<file path="config.mk">
export PLATFORM = sky130hd
export DESIGN_NAME = shimf_regs
export DESIGN_NICKNAME = d
export VERILOG_FILES = /design/src/pkg/shimf_pkg.sv /design/src/design/shimf_regs.sv /design/src/design/shimf_word_counter.sv
export VERILOG_INCLUDE_DIRS = /design/src /design/src/pkg
export SDC_FILE = /design/constraint.sdc
export NUM_CORES = 1
export LEC_CHECK = 0
export ABC_CLOCK_PERIOD_IN_PS = 2000
export BUFFER_PORTS_ARGS = -buffer_cell sky130_fd_sc_hd__buf_4
export CORE_MARGIN = 5
export CORE_UTILIZATION = 48
export CTS_BUF_LIST = sky130_fd_sc_hd__clkbuf_8
export DETAILED_ROUTE_END_ITERATION = 10
export GPL_ROUTABILITY_DRIVEN = 0
export PLACE_DENSITY = 0.76
export RECOVER_POWER = 25
export SETUP_SLACK_MARGIN = 0.2
export SYNTH_ARGS = -nofsm -noshare
export SYNTH_HDL_FRONTEND = slang
export SYNTH_SLANG_ARGS = --single-unit
</file>
<file path="constraint.sdc">
create_clock -name aclk -period 2 [get_ports aclk]
set_input_delay 0.1 -clock aclk [delete_from_list [all_inputs] [get_ports aclk]]
set_output_delay 0.1 -clock aclk [all_outputs]
set_load 0.05 [all_outputs]
</file>
<file path="src/pkg/shimf_cfg.svh">
// Purpose: offsets, field positions, reset values and fixed widths of the
//          card host interrupt mask / FIFO counter / FIFO port register tail.
// Assumes: byte addresses on a 32-bit register bus, one word per register.
// Notes:   definitions only.
`ifndef SHIMF_CFG_SVH
`define SHIMF_CFG_SVH

`define SHIMF_ADDR_W         8
`define SHIMF_STAT_OFF       8'h34
`define SHIMF_CLR_OFF        8'h38
`define SHIMF_MASK_OFF       8'h3C
`define SHIMF_CNT_OFF        8'h48
`define SHIMF_FIFO_OFF       8'h80
`define SHIMF_FIFO_LAST      8'hFC
`define SHIMF_FIFO_SEL_BIT   7
`define SHIMF_EVT_W          24
`define SHIMF_LIVE_LSB       11
`define SHIMF_LIVE_W         11
`define SHIMF_STICKY_MASK    24'hC007FF
`define SHIMF_MASK_RST       24'h000000
`define SHIMF_STAT_RST       24'h000000
`define SHIMF_CNT_W          24
`define SHIMF_LEN_W          25
`define SHIMF_CNT_RST        24'h000000
`define SHIMF_WORD_RST       32'h00000000
`define SHIMF_FULL_STRB      4'hF

`endif

</file>
<file path="src/pkg/shimf_pkg.sv">
// Purpose: shared types and the register decode of the register tail.
// Assumes: shimf_cfg.svh on the include path.
// Notes:   decode is used by both the write and the read path.
`include "shimf_cfg.svh"

package shimf_pkg;

    typedef enum logic [1:0] {
        SHIMF_RESP_OKAY   = 2'h0,
        SHIMF_RESP_SLVERR = 2'h2
    } shimf_resp_t;

    typedef enum {
        SHIMF_SEL_NONE,
        SHIMF_SEL_STAT,
        SHIMF_SEL_CLR,
        SHIMF_SEL_MASK,
        SHIMF_SEL_CNT,
        SHIMF_SEL_FIFO
    } shimf_sel_t;

    function automatic shimf_sel_t shimf_decode(input logic [`SHIMF_ADDR_W-1:0] addr);
        logic [`SHIMF_ADDR_W-1:0] word;
        word = {addr[`SHIMF_ADDR_W-1:2], 2'h0};
        if (addr[`SHIMF_FIFO_SEL_BIT])
            return SHIMF_SEL_FIFO;
        else if (word == `SHIMF_STAT_OFF)
            return SHIMF_SEL_STAT;
        else if (word == `SHIMF_CLR_OFF)
            return SHIMF_SEL_CLR;
        else if (word == `SHIMF_MASK_OFF)
            return SHIMF_SEL_MASK;
        else if (word == `SHIMF_CNT_OFF)
            return SHIMF_SEL_CNT;
        else
            return SHIMF_SEL_NONE;
    endfunction

endpackage

</file>
<file path="src/design/shimf_regs.sv">
// Purpose: event mask, status flags, remaining-word counter and FIFO word
//          window of a memory-card host, as an AXI4-Lite slave.
// Assumes: event, live-state, FIFO and enable inputs are on aclk.
// Notes on behaviour
// RULE_01: mask bits 23:0 enable matching events
// RULE_02: software keeps mask bits 31:24 zero
// RULE_03: counter reports remaining FIFO words, 24 bits
// RULE_04: enable loads length[24:2], plus one unaligned
// RULE_05: a cycle with a push, a pop or both decrements counter by one, holding at zero
// RULE_06: offsets 0x80 to 0xFC reach one FIFO
// RULE_07: FIFO window accessed by whole words only
// RULE_08: write pushes transmit word, read pops receive
// RULE_09: bits 23,22,10:0 sticky; 21:11 live
// RULE_10: interrupt when any enabled flag is set
//
// Local design decision: the AXI4-Lite interface to the registers.
`timescale 1ns/10ps
`include "shimf_cfg.svh"

module shimf_regs (
    input  logic                      aclk,
    input  logic                      aresetn,
    input  logic [`SHIMF_ADDR_W-1:0]  s_axi_awaddr,
    input  logic                      s_axi_awvalid,
    output logic                      s_axi_awready,
    input  logic [31:0]               s_axi_wdata,
    input  logic [3:0]                s_axi_wstrb,
    input  logic                      s_axi_wvalid,
    output logic                      s_axi_wready,
    output shimf_pkg::shimf_resp_t    s_axi_bresp,
    output logic                      s_axi_bvalid,
    input  logic                      s_axi_bready,
    input  logic [`SHIMF_ADDR_W-1:0]  s_axi_araddr,
    input  logic                      s_axi_arvalid,
    output logic                      s_axi_arready,
    output logic [31:0]               s_axi_rdata,
    output shimf_pkg::shimf_resp_t    s_axi_rresp,
    output logic                      s_axi_rvalid,
    input  logic                      s_axi_rready,
    input  logic [`SHIMF_EVT_W-1:0]   event_set,
    input  logic [`SHIMF_LIVE_W-1:0]  live_state,
    input  logic                      data_transfer_enable,
    input  logic [`SHIMF_LEN_W-1:0]   transfer_byte_length,
    output logic                      tx_push,
    output logic [31:0]               tx_fifo_word,
    input  logic [31:0]               rx_fifo_word,
    input  logic                      rx_fifo_valid,
    output logic                      rx_pop,
    output logic [`SHIMF_CNT_W-1:0]   remaining_word_count,
    output logic                      irq
);
    import shimf_pkg::*;

    // write channel state
    logic                     aw_held_q,  aw_held_d;
    logic                     w_held_q,   w_held_d;
    logic [`SHIMF_ADDR_W-1:0] awaddr_q,   awaddr_d;
    logic [31:0]              wdata_q,    wdata_d;
    logic [3:0]               wstrb_q,    wstrb_d;
    logic                     awready_q,  awready_d;
    logic                     wready_q,   wready_d;
    logic                     bvalid_q,   bvalid_d;
    shimf_resp_t              bresp_q,    bresp_d;

    // read channel state
    logic                     arready_q,  arready_d;
    logic                     rvalid_q,   rvalid_d;
    logic [31:0]              rdata_q,    rdata_d;
    shimf_resp_t              rresp_q,    rresp_d;

    // block state
    logic [`SHIMF_EVT_W-1:0]  mask_q,     mask_d;
    logic [`SHIMF_EVT_W-1:0]  status_q,   status_d;
    logic [`SHIMF_EVT_W-1:0]  clear_d;
    logic                     tx_push_q,  tx_push_d;
    logic [31:0]              tx_word_q,  tx_word_d;
    logic                     rx_pop_q,   rx_pop_d;
    logic                     irq_q,      irq_d;
    logic                     xfer_en_q;
    logic                     count_load;
    logic [`SHIMF_CNT_W-1:0]  count;

    logic                     do_write;
    shimf_sel_t               wr_sel;
    shimf_sel_t               rd_sel;

    assign do_write   = aw_held_q && w_held_q && !bvalid_q;
    assign wr_sel     = shimf_decode(awaddr_q);
    assign rd_sel     = shimf_decode(s_axi_araddr);
    assign count_load = data_transfer_enable && !xfer_en_q;

    // register bus: address and data may arrive in either order
    always_comb begin
        aw_held_d = aw_held_q;
        w_held_d  = w_held_q;
        awaddr_d  = awaddr_q;
        wdata_d   = wdata_q;
        wstrb_d   = wstrb_q;
        bvalid_d  = bvalid_q;
        bresp_d   = bresp_q;
        mask_d    = mask_q;
        clear_d   = '0;
        tx_push_d = 1'b0;
        tx_word_d = tx_word_q;
        arready_d = arready_q;
        rvalid_d  = rvalid_q;
        rdata_d   = rdata_q;
        rresp_d   = rresp_q;
        rx_pop_d  = 1'b0;

        if (s_axi_awvalid && awready_q) begin
            aw_held_d = 1'b1;
            awaddr_d  = s_axi_awaddr;
        end
        if (s_axi_wvalid && wready_q) begin
            w_held_d = 1'b1;
            wdata_d  = s_axi_wdata;
            wstrb_d  = s_axi_wstrb;
        end
        if (bvalid_q && s_axi_bready)
            bvalid_d = 1'b0;

        if (do_write) begin
            aw_held_d = 1'b0;
            w_held_d  = 1'b0;
            bvalid_d  = 1'b1;
            bresp_d   = SHIMF_RESP_OKAY;
            unique case (wr_sel)
                SHIMF_SEL_MASK: begin
                    // upper byte is reserved and never stored
                    for (int b = 0; b < 3; b++) begin
                        if (wstrb_q[b])
                            mask_d[8*b +: 8] = wdata_q[8*b +: 8]; // RULE_01
                    end
                end
                SHIMF_SEL_CLR: begin
                    for (int b = 0; b < 3; b++) begin
                        if (wstrb_q[b])
                            clear_d[8*b +: 8] = wdata_q[8*b +: 8];
                    end
                end
                SHIMF_SEL_FIFO: begin
                    // partial words would corrupt the stream, so refuse them
                    if (wstrb_q == `SHIMF_FULL_STRB) begin
                        tx_push_d = 1'b1; // RULE_08
                        tx_word_d = wdata_q; // RULE_06
                    end else begin
                        bresp_d = SHIMF_RESP_SLVERR; // RULE_07
                    end
                end
                SHIMF_SEL_STAT,
                SHIMF_SEL_CNT: begin
                    bresp_d = SHIMF_RESP_OKAY;
                end
                SHIMF_SEL_NONE: begin
                    bresp_d = SHIMF_RESP_SLVERR;
                end
            endcase
        end

        if (rvalid_q && s_axi_rready)
            rvalid_d = 1'b0;

        if (s_axi_arvalid && arready_q) begin
            rvalid_d = 1'b1;
            rdata_d  = `SHIMF_WORD_RST;
            rresp_d  = SHIMF_RESP_OKAY;
            unique case (rd_sel)
                SHIMF_SEL_STAT:
                    rdata_d = {8'h00, status_q};
                SHIMF_SEL_MASK:
                    rdata_d = {8'h00, mask_q};
                SHIMF_SEL_CNT:
                    rdata_d = {8'h00, count}; // RULE_03
                SHIMF_SEL_FIFO: begin
                    // empty receive side reads zero and pops nothing
                    if (rx_fifo_valid) begin
                        rdata_d  = rx_fifo_word; // RULE_08
                        rx_pop_d = 1'b1; // RULE_06
                    end
                end
                SHIMF_SEL_CLR: begin
                    rdata_d = `SHIMF_WORD_RST;
                end
                SHIMF_SEL_NONE: begin
                    rresp_d = SHIMF_RESP_SLVERR;
                end
            endcase
        end

        awready_d = !aw_held_d;
        wready_d  = !w_held_d;
        arready_d = !rvalid_d;
    end

    // status flags and interrupt
    always_comb begin
        // set wins over a clear landing in the same cycle
        status_d = ((status_q & ~clear_d) | event_set) & `SHIMF_STICKY_MASK; // RULE_09
        status_d[`SHIMF_LIVE_LSB +: `SHIMF_LIVE_W] = live_state; // RULE_09
        irq_d    = |(status_q & mask_q); // RULE_10
    end

    always_ff @(posedge aclk) begin
        if (!aresetn) begin
            aw_held_q <= 1'b0;
            w_held_q  <= 1'b0;
            awaddr_q  <= '0;
            wdata_q   <= `SHIMF_WORD_RST;
            wstrb_q   <= '0;
            awready_q <= 1'b0;
            wready_q  <= 1'b0;
            bvalid_q  <= 1'b0;
            bresp_q   <= SHIMF_RESP_OKAY;
            arready_q <= 1'b0;
            rvalid_q  <= 1'b0;
            rdata_q   <= `SHIMF_WORD_RST;
            rresp_q   <= SHIMF_RESP_OKAY;
            mask_q    <= `SHIMF_MASK_RST;
            status_q  <= `SHIMF_STAT_RST;
            tx_push_q <= 1'b0;
            tx_word_q <= `SHIMF_WORD_RST;
            rx_pop_q  <= 1'b0;
            irq_q     <= 1'b0;
            xfer_en_q <= 1'b0;
        end else begin
            aw_held_q <= aw_held_d;
            w_held_q  <= w_held_d;
            awaddr_q  <= awaddr_d;
            wdata_q   <= wdata_d;
            wstrb_q   <= wstrb_d;
            awready_q <= awready_d;
            wready_q  <= wready_d;
            bvalid_q  <= bvalid_d;
            bresp_q   <= bresp_d;
            arready_q <= arready_d;
            rvalid_q  <= rvalid_d;
            rdata_q   <= rdata_d;
            rresp_q   <= rresp_d;
            mask_q    <= mask_d;
            status_q  <= status_d;
            tx_push_q <= tx_push_d;
            tx_word_q <= tx_word_d;
            rx_pop_q  <= rx_pop_d;
            irq_q     <= irq_d;
            xfer_en_q <= data_transfer_enable;
        end
    end

    // counter sees the bus-side word strobes one cycle after the access
    shimf_word_counter #(
        .CNT_W (`SHIMF_CNT_W),
        .LEN_W (`SHIMF_LEN_W)
    ) u_word_counter (
        .aclk     (aclk),
        .aresetn  (aresetn),
        .load     (count_load), // RULE_04
        .byte_len (transfer_byte_length),
        .dec      (tx_push_q || rx_pop_q), // RULE_05
        .count    (count)
    );

    assign s_axi_awready        = awready_q;
    assign s_axi_wready         = wready_q;
    assign s_axi_bvalid         = bvalid_q;
    assign s_axi_bresp          = bresp_q;
    assign s_axi_arready        = arready_q;
    assign s_axi_rvalid         = rvalid_q;
    assign s_axi_rdata          = rdata_q;
    assign s_axi_rresp          = rresp_q;
    assign tx_push              = tx_push_q;
    assign tx_fifo_word         = tx_word_q;
    assign rx_pop               = rx_pop_q;
    assign remaining_word_count = count;
    assign irq                  = irq_q;

endmodule // shimf_regs

</file>
<file path="src/design/shimf_word_counter.sv">
// Purpose: remaining-word counter of the current transfer.
// Assumes: load and dec are single-cycle strobes on aclk.
// Notes:   load beats dec in the same cycle; counter holds at zero.
`timescale 1ns/10ps
`include "shimf_cfg.svh"

module shimf_word_counter #(
    parameter int CNT_W = `SHIMF_CNT_W,
    parameter int LEN_W = `SHIMF_LEN_W
) (
    input  logic             aclk,
    input  logic             aresetn,
    input  logic             load,
    input  logic [LEN_W-1:0] byte_len,
    input  logic             dec,
    output logic [CNT_W-1:0] count
);

    logic [CNT_W-1:0] count_q;
    logic [CNT_W-1:0] count_d;

    always_comb begin
        count_d = count_q;
        if (load) begin
            // partial trailing word still occupies one FIFO word
            count_d = CNT_W'(byte_len[LEN_W-1:2]) + CNT_W'(|byte_len[1:0]); // RULE_04
        end else if (dec && (count_q != '0)) begin
            count_d = count_q - CNT_W'(1); // RULE_05
        end
    end

    always_ff @(posedge aclk) begin
        if (!aresetn)
            count_q <= `SHIMF_CNT_RST;
        else
            count_q <= count_d;
    end

    assign count = count_q;

endmodule // shimf_word_counter

</file>
# Yosys cells after proc, flatten, opt, wreduce, memory -nomap -nowiden
# Index checks and enable logic that the tools add are counted.
# totals
regBits	195
inputBits	153
out_inout_bits	100
word_cells	105
# classes
n_addsub	2
eq_ne	16
mux	32
bitwise	4
reduce_logical	28
# ops
cell	count
$pmux W32 S4	1
$eq A32 B2 Y1 const B	3
$eq A32 B3 Y1 const B	3
$mux W24	4
$logic_not A32 Y1	2
$mux W32	2
$and A24 B24 Y24	2
$eq A6 B4 Y1 const B	6
$eq A32 B1 Y1 const B	1
$mux W3	9
$add A23 B1 Y24	1
$mux W8	3
$not A24 Y24	1
$or A24 B24 Y24	1
$reduce_bool A24 Y1	1
$reduce_or A24 Y1	1
$sub A24 B1 Y24 const B	1
$reduce_and A3 Y1	6
$eq A6 B5 Y1 const B	2
$mux W1	10
$logic_and A1 B1 Y1	9
$logic_not A1 Y1	5
$eq A4 B4 Y1 const B	1
$mux W2	2
4 further kinds	5

# Depth between registers and ports, before layout
# Gate-level depths: netlist (run 1).
# depth
word_depth	12
depth_mapped	9
depth_no_buf	8

# Cells and area by module
# A second synthesis (run 1) with hierarchy kept.
# hier_totals
cells_unflattened	1001
area_unflattened_um2	8715.9
# by_module_without_submodules
mod	instances	cells_per_inst	area_each_um2	seq_area_each_um2
shimf_regs	1	751	6809.0	3343.2
shimf_word_counter	1	250	1906.8	480.5

# Least setup slack after synthesis (run 1)
# OpenSTA, ideal clock, no wires.
# synth_timing
path_type	register -> register
from	reg u_word_counter.count_q[0] (netlist: u_word_counter.count[0])
to	reg u_word_counter.count_q[21] (netlist: u_word_counter.count[21])
setup_ns	0.118
t_arrival_ns	2.241
required_time_ns	1.882
slack_ns	-0.358
stages_incl_launch_ff	9
path_buffers	1
synth_period_minus_slack_ns	2.358
cell_sequence	dfxtp_1 inv_1 ha_1 nor2b_1 and3_1 buf_4 a2111oi_2 xor2_1 o2111a_1
# synth_via
elab_chain_cells	3
elab_cells_between_ends	6
cone_classes	1 x add/sub; 2 x mux; 3 x reduce/logical
# synth_rtl
element	line	rtl
start, declared	shimf_word_counter.sv:19	logic [CNT_W-1:0] count_q;
start signal, assigned	shimf_word_counter.sv:34	count_q <= `SHIMF_CNT_RST;
start signal, assigned	shimf_word_counter.sv:36	count_q <= count_d;
$sub A24 B1 Y24 or $reduce_bool A24 Y1 (tied branches)	shimf_word_counter.sv:28, shimf_word_counter.sv:27	
$mux W24 or $logic_and A1 B1 Y1 (tied branches)	shimf_word_counter.sv:27	end else if (dec && (count_q != '0)) begin
$mux W24 or $reduce_bool A2 Y1 (tied branches)	n/a	
# Several ways; a longest one is shown, not always the timed one. The select of a mux whose other input is x is not followed.
# A chain may end at the register's enable or synchronous reset.

# Final worst setup path (run 1)
# layout_timing
from	reg u_word_counter.count_q[1] (netlist: u_word_counter.count[1])
to	reg u_word_counter.count_q[22] (netlist: u_word_counter.count[22])
# The elaborated chain is that of the path after synthesis.

==> results of run 1 <==
==> through the flow <==
stage / cells / setup slack [ns]
after floorplan: 992 / 0.0949
after global placement: 1428 / 0.00188
after detailed placement: 1428 / -0.0643
after CTS: 1589 / 0.182
after global routing: 1592 / 0.0108
final: 1592 / 0.102
==> how the worst max path moves through the flow <==
stage / end / slack, ns / cells after the start
2_1_floorplan: u_word_counter.count[22] / 0.09 / 5
3_5_place_dp: u_word_counter.count[7] / -0.06 / 7
4_1_cts: u_word_counter.count[22] / 0.18 / 7
6_report: u_word_counter.count[22] / 0.10 / 8
3_3_place_gp: u_word_counter.count[5] / 0.002 / 7
5_1_grt: u_word_counter.count[22] / 0.01 / 7
==> metal layers <==
layer / wire length, um / up-vias / track usage [%]
met1: 12100 / 4386 / 36.1
met2: 14700 / 511 / 48.6
met5: 0 / - / 0
li1: - / 4328 / -
met4: 1200 / 0 / 11.9
met3: 2890 / 98 / 6.56
==> final cells by class <==
type / instances / area [um^2] / share of cell area, %
Multi-Input combinational cell: 711 / 4620 / 37.1
Tap cell: 225 / 282 / 2.26
Clock buffer: 20 / 275 / 2.21
Timing Repair Buffer: 417 / 3250 / 26.1
Antenna cell: 1 / 2.50 / 0.0201
Sequential cell: 191 / 3880 / 31.1
Clock inverter: 8 / 70.1 / 0.563
Inverter: 19 / 71.3 / 0.573
==> worst register-to-register path: stages, from the launching register on <==
cell and delay [ns]:
dfxtp_4 0.38, inv_2 0.05, ha_1 0.19, nor2b_4 0.15
and3_4 0.20, buf_4 0.16, a2111oi_4 0.29, mux2i_1 0.24
o211a_1 0.17
==> Yosys cell counts, drive strengths merged, types with 14 or more instances <==
master and instances:
dfxtp 191, a21oi 17, inv 19, xnor2 14
nand4 15, o21ai 46, clkbuf 66, nand3 53
a21boi 101, a31oi 18, a222oi 24, nor2 23
nand2 196, a22oi 41, nor4 17, and2 19
==> power groups by stage <==
stage	Combinational, mW	Sequential, mW	Clock [mW]
after floorplan	0.537	4.32	0
after global placement	1.25	4.17	0
after detailed placement	1.27	4.18	0
after CTS	1.54	4.08	2.38
after global routing	1.69	4.11	2.52
final	1.60	4.09	2.33
==> cell usage in the layout, fill, tap and decap left out, types with 9 or more instances in the layout <==
cell type      netlist  final
a21boi_1            17     17
clkbuf_8             0     20
dlygate4sd3_1        0    114
nand2_1            196    195
o21ai_0             37     36
nand3_1             53     52
and2_1              18     12
inv_1               19     20
xnor2_1             14     14
dfxtp_4              0      9
a31oi_1             18     18
a22oi_1             41     41
dfxtp_2              0     17
buf_4                5    237
clkbuf_1            66     55
nor2_1              23     21
nor2b_1             11     10
a21oi_1             16     16
a222oi_1            24     24
nand4_1             13     13
dfxtp_1            191    165
a21boi_0            84     84
==> flip-flops by register name, summed over array words and instances, names as in the netlist, 4 cells and up <==
name,cells
wdata_q,32
wstrb_q,4
u_word_counter.count,24
tx_fifo_word,32
awaddr_q,6
s_axi_rdata,32
mask_q,24
status_q,24
==> what timing repair did <==
item	CTS	global route
pin swaps	16	15
gates cloned	1	1
gates resized for setup	19	14
hold endpoints to repair	111	0
hold buffers	114	0
setup buffers	18	1
endpoints found under the setup margin	23	22
==> cell families after synthesis <==
family                     after synthesis  synth area share, %
and+or+nand+nor                        384                 22.0
buffers and inverters                   91                 4.31
other                                    1               0.0440
adders and majority gates                4                0.587
xor gates and xnor gates                22                 2.26
AOI/OAI and AO/OA                      297                 25.9
DFF                                    191                 44.8
muxes                                    1                0.117
==> results_dict.tcl, run 1 <==
set metrics [dict create \
    dieHeight_um 143 \
    power_density_nw_per_um2 644 \
    start_util_pct 49.1 \
    hold_class "in2reg" \
    hold_ws_ns 0.0479 \
    drtIter0Drc 1104 \
    min_from "transfer_byte_length[18]" \
    fin_crit_ns 1.90 \
    die_area_um2 20500 \
    first_pass_iters 8 \
    p_switching_mw 2.29 \
    yosys_warnings 0 \
    rrSetupSlack_ns 0.10 \
    cp_data_arrival_time_ns 2.29 \
    routedWlPerCell_um 19.4 \
    fill_cells 1358 \
    cts_tree "built" \
    whs_endpoint "u_word_counter.count[16]" \
    portBuffers 235 \
    synthArstFlopShare_pct 0 \
    r2r_cells 8 \
    clock_sinks 191 \
    setup_viol 0 \
    grt_pass1_vias 8899 \
    end_kind "register" \
    via_per_inst 5.86 \
    post-route-cell-area_um2 12500 \
    p_seq_share_pct 51.0 \
    grt_pass1_wl_um 47100 \
    crit_type "reg2reg" \
    outcome "finished, final reports clean" \
    fin_crit_sh_pct 94.9 \
    core.rowCount 48 \
    cts-buffers-inserted 17 \
    comb_power_share_pct 19.9 \
    worstHoldPathCells 4 \
    synth_edf_count 0 \
    die_w_um 143 \
    setup.worst_path.start "u_word_counter.count[1]" \
    slowest_delay_ns 0.38 \
    yosys.area.top_type_share_pct 44.8 \
    worstReg2RegStart "u_word_counter.count[1]" \
    switching_share_pct 28.6 \
    overflow 0 \
    crit_buf_inv 2 \
    placed_area_um2 10900 \
    path_cells "inv_2, ha_1, nor2b_4, and3_4, buf_4, a2111oi_4, mux2i_1, o211a_1" \
    max-slew-margin-rel_pct 30.3 \
    clock-root-buffer "clkbuf_8" \
    antenna_found_initial 1 \
    start_kind "register" \
    synth.area.top_cells "dfxtp_1 (45%), nand2_1 (8.6%), a21boi_0 (7.4%), a22oi_1 (3.6%), nand3_1 (3.1%)" \
    total_power_mw 8.02 \
    finalSetupTns_ns 0 \
    worstPathRequired_ns 2.39 \
    skew_ns 0.0187 \
    peakVddDrop_mv 0.447 \
    grt_max_degree 107 \
    synth_cell_types 61 \
    clkTransAtPathRegs_ns 0.10 \
    areaGrowthSynthToFinish_pct 46.0 \
    fmax_mhz 527 \
    leakage_nw 4.69 \
    worst_pin_slew_ns 1.05 \
    slowest_stage "dfxtp_4" \
    clock_path_buffers 2 \
    cap_violations 0 \
    crit_family "compound AO/OA/AOI/OAI gates" \
    r2r_end "u_word_counter.count[22]" \
    synth_cells 991 \
    ant_nets 0 \
    cp_max_fo 5 \
    p_int_mw 5.73 \
    grt_usage_pct 29.0 \
    dp_hpwl_um 21100 \
    num_vias 9323 \
    htreeDepth 4 \
    rsz0062_at_grt "true" \
    final_util_pct 71.7 \
    drc 0 \
    yosys.area.top_type "dfxtp_1" \
    hold_viol_final 0 \
    power_frac_clock_pct 29.1 \
    synth_ff_type "dfxtp_1" \
    drv_slew 0 \
    syn_area_per_cell_um2 8.61 \
    clock_latency_ns 0.46 \
    synth-seq-cells 191 \
    drive_gt1_share_pct 25.2 \
    ios 253 \
    syn_area_um2 8530 \
    core_um2 17400 \
    nets 1514 \
    seq_area_frac_synth_pct 44.8 \
    drt-total-wl_um 30900 \
]
Power figures use the tool's default switching activity.
==> inputs of run 2 (changes only) <==
--- a/config.mk
+++ b/config.mk
@@ -8,6 +8,8 @@
 export LEC_CHECK = 0
 export ABC_CLOCK_PERIOD_IN_PS = 2000
 export BUFFER_PORTS_ARGS = -buffer_cell sky130_fd_sc_hd__buf_4
+export CAP_MARGIN = 25
+export CORE_ASPECT_RATIO = 0.75
 export CORE_MARGIN = 5
 export CORE_UTILIZATION = 48
 export CTS_BUF_LIST = sky130_fd_sc_hd__clkbuf_8
==> run 2 against run 1 <==
  * Clock-buffer cell count is 3 lower
  * Clock skew decreased by 0.0042 ns
  * Setup slack lost 0.0035 ns
  * Combinational power is essentially flat
  * Maximum frequency decreased by 0.18%
  * Hold slack worse by 0.031 ns
  * Cell count increased by 0.69%
  * Register-to-register slack hardly changed
  * Die area is 0.14% higher
  * Flip-flop and latch count stayed put
  * Via count down 1.2%
  * Critical path type unchanged
  * Critical endpoint is now u_word_counter.count[12]
  * Largest power group unchanged
==> results_dict.tcl, run 2 (synthesized netlist as in run 1, its figures left out) <==
set metrics [dict create \
    fin_crit_sh_pct 95.1 \
    busiest_layer "met2" \
    mostFrequentLayoutCell "buf_4" \
    routedWlPerCell_um 19.1 \
    slowest_stage "dfxtp_4" \
    drc 0 \
    ant_nets 0 \
    max-slew-margin-rel_pct 32.3 \
    post-route-cell-area_um2 12500 \
    overflow 0 \
    n_antenna_cell 0 \
    leakage_nw 4.66 \
    outcome "finished, final reports clean" \
    skew_ns 0.0145 \
    grt.met1_usage_pct 37.7 \
    fin_crit_ns 1.90 \
    nets 1505 \
    grt_max_degree 77 \
    use_met3_pct 8.42 \
    path_cells "nor4_4, buf_6, nand4_4, o211ai_1, buf_4, nor4_2, o311a_1" \
    first_pass_iters 7 \
    cp_data_arrival_time_ns 2.26 \
    crit_type "reg2reg" \
    core_um2 17600 \
    die_w_um 164 \
    rsz0062_at_grt "true" \
    num_vias 9209 \
    start_util_pct 48.6 \
    worstPathRequired_ns 2.36 \
    drtIter0Drc 944 \
    drv_slew 0 \
    ios 253 \
    grt_pass1_wl_um 47400 \
    hold_ws_ns 0.0172 \
    htreeDepth 4 \
    setup_viol 0 \
    portBuffers 235 \
    most-common-layout-cells "buf_4 (233), nand2_1 (196), dfxtp_1 (166)" \
    antenna_found_initial 0 \
    dieHeight_um 125 \
    grt_pass1_vias 8972 \
    fmax_mhz 526 \
    die_area_um2 20600 \
    clock_latency_ns 0.47 \
    via_per_inst 5.74 \
    grt_use_met2_pct 45.4 \
    clock_path_buffers 2 \
    slowest_delay_ns 0.38 \
    clkTransAtPathRegs_ns 0.10 \
    areaGrowthSynthToFinish_pct 46.3 \
    drt-total-wl_um 30600 \
    peakVddDrop_mv 0.443 \
    clock_sinks 191 \
    drive_gt1_share_pct 25.4 \
    final_util_pct 71.1 \
    cts_tree "built" \
    clock-root-buffer "clkbuf_8" \
    cap_violations 0 \
    cts-buffers-inserted 17 \
    grt_usage_pct 28.7 \
    power_density_nw_per_um2 650 \
    placed_area_um2 10900 \
    cp_max_fo 6 \
    hold_viol_final 0 \
    worst_pin_slew_ns 1.02 \
    hold_class "in2reg" \
    core.rowCount 42 \
    end_kind "register" \
    start_kind "register" \
    dp_hpwl_um 21000 \
]
==> run 2: cell count changes in the layout (fill, tap and decap cells not counted), sizes merged, moves of 3 or more <==
cell,previous run,this run
clkbuf,78,70
buf,245,242
inv,23,26
clkinv,3,7
==> run 2: worst max-delay path, delay by kind of cell (launching register included) <==
family	cells	cell delay (ns)
AO/OA/AOI/OAI	2	0.58
buffers and inverters	2	0.42
AND/OR/NAND/NOR	3	0.41
flip-flops	1	0.38
==> run 2: final timing paths <==
path                                               from                        to  slack [ns]  cells after the start
worst max-delay path            u_word_counter.count[8]  u_word_counter.count[12]         0.1                      7
worst min-delay path                       s_axi_wvalid                  w_held_q        0.02                      4
worst max register to register  u_word_counter.count[8]  u_word_counter.count[12]         0.1                      7
worst min register to register         tx_fifo_word[10]          tx_fifo_word[10]        0.47                      2
==> run 2: metal layers <==
metal / vias to the layer above / wire (um)
met5: - / 0
met4: 0 / 857
met3: 63 / 3070
met2: 460 / 13800
met1: 4390 / 12900
li1: 4296 / -
==> run 2: layout make-up <==
cell class                 count  area [um^2]
clock inverter                15          126
tap                          242          303
timing repair buffer         409         3220
fill                        1415         5070
multi-input combinational    710         4650
sequential                   191         3880
clock buffer                  17          234
inverter                      19         71.3
==> run 2: timing repair <==
action / CTS / global route
setup buffers: 15 / 1
endpoints found under the hold margin: 108 / 0
hold buffers: 114 / 0
pin swaps: 19 / 20
gates resized for setup: 25 / 9
gates cloned: 1 / 0
endpoints found under the setup margin: 24 / 22
==> run 2: power breakdown <==
group	total (mW)	leakage [nW]	internal [mW]	switching, mW
clock network	2.42	0.187	0.902	1.52
logic	1.58	2.91	0.743	0.841
registers	4.11	1.57	3.94	0.169
total	8.11	4.66	5.58	2.53
==> run 2: metrics by stage <==
stage	power (mW)	std cells	setup WS (ns)	TNS, ns
2_1_floorplan	4.86	992	0.0949	0
3_3_place_gp	5.43	1440	0.0286	0
3_5_place_dp	5.45	1440	-0.0130	-0.0215
4_1_cts	8.09	1602	0.166	0
5_1_grt	8.39	1603	0.0601	0
6_report	8.11	1603	0.0983	0
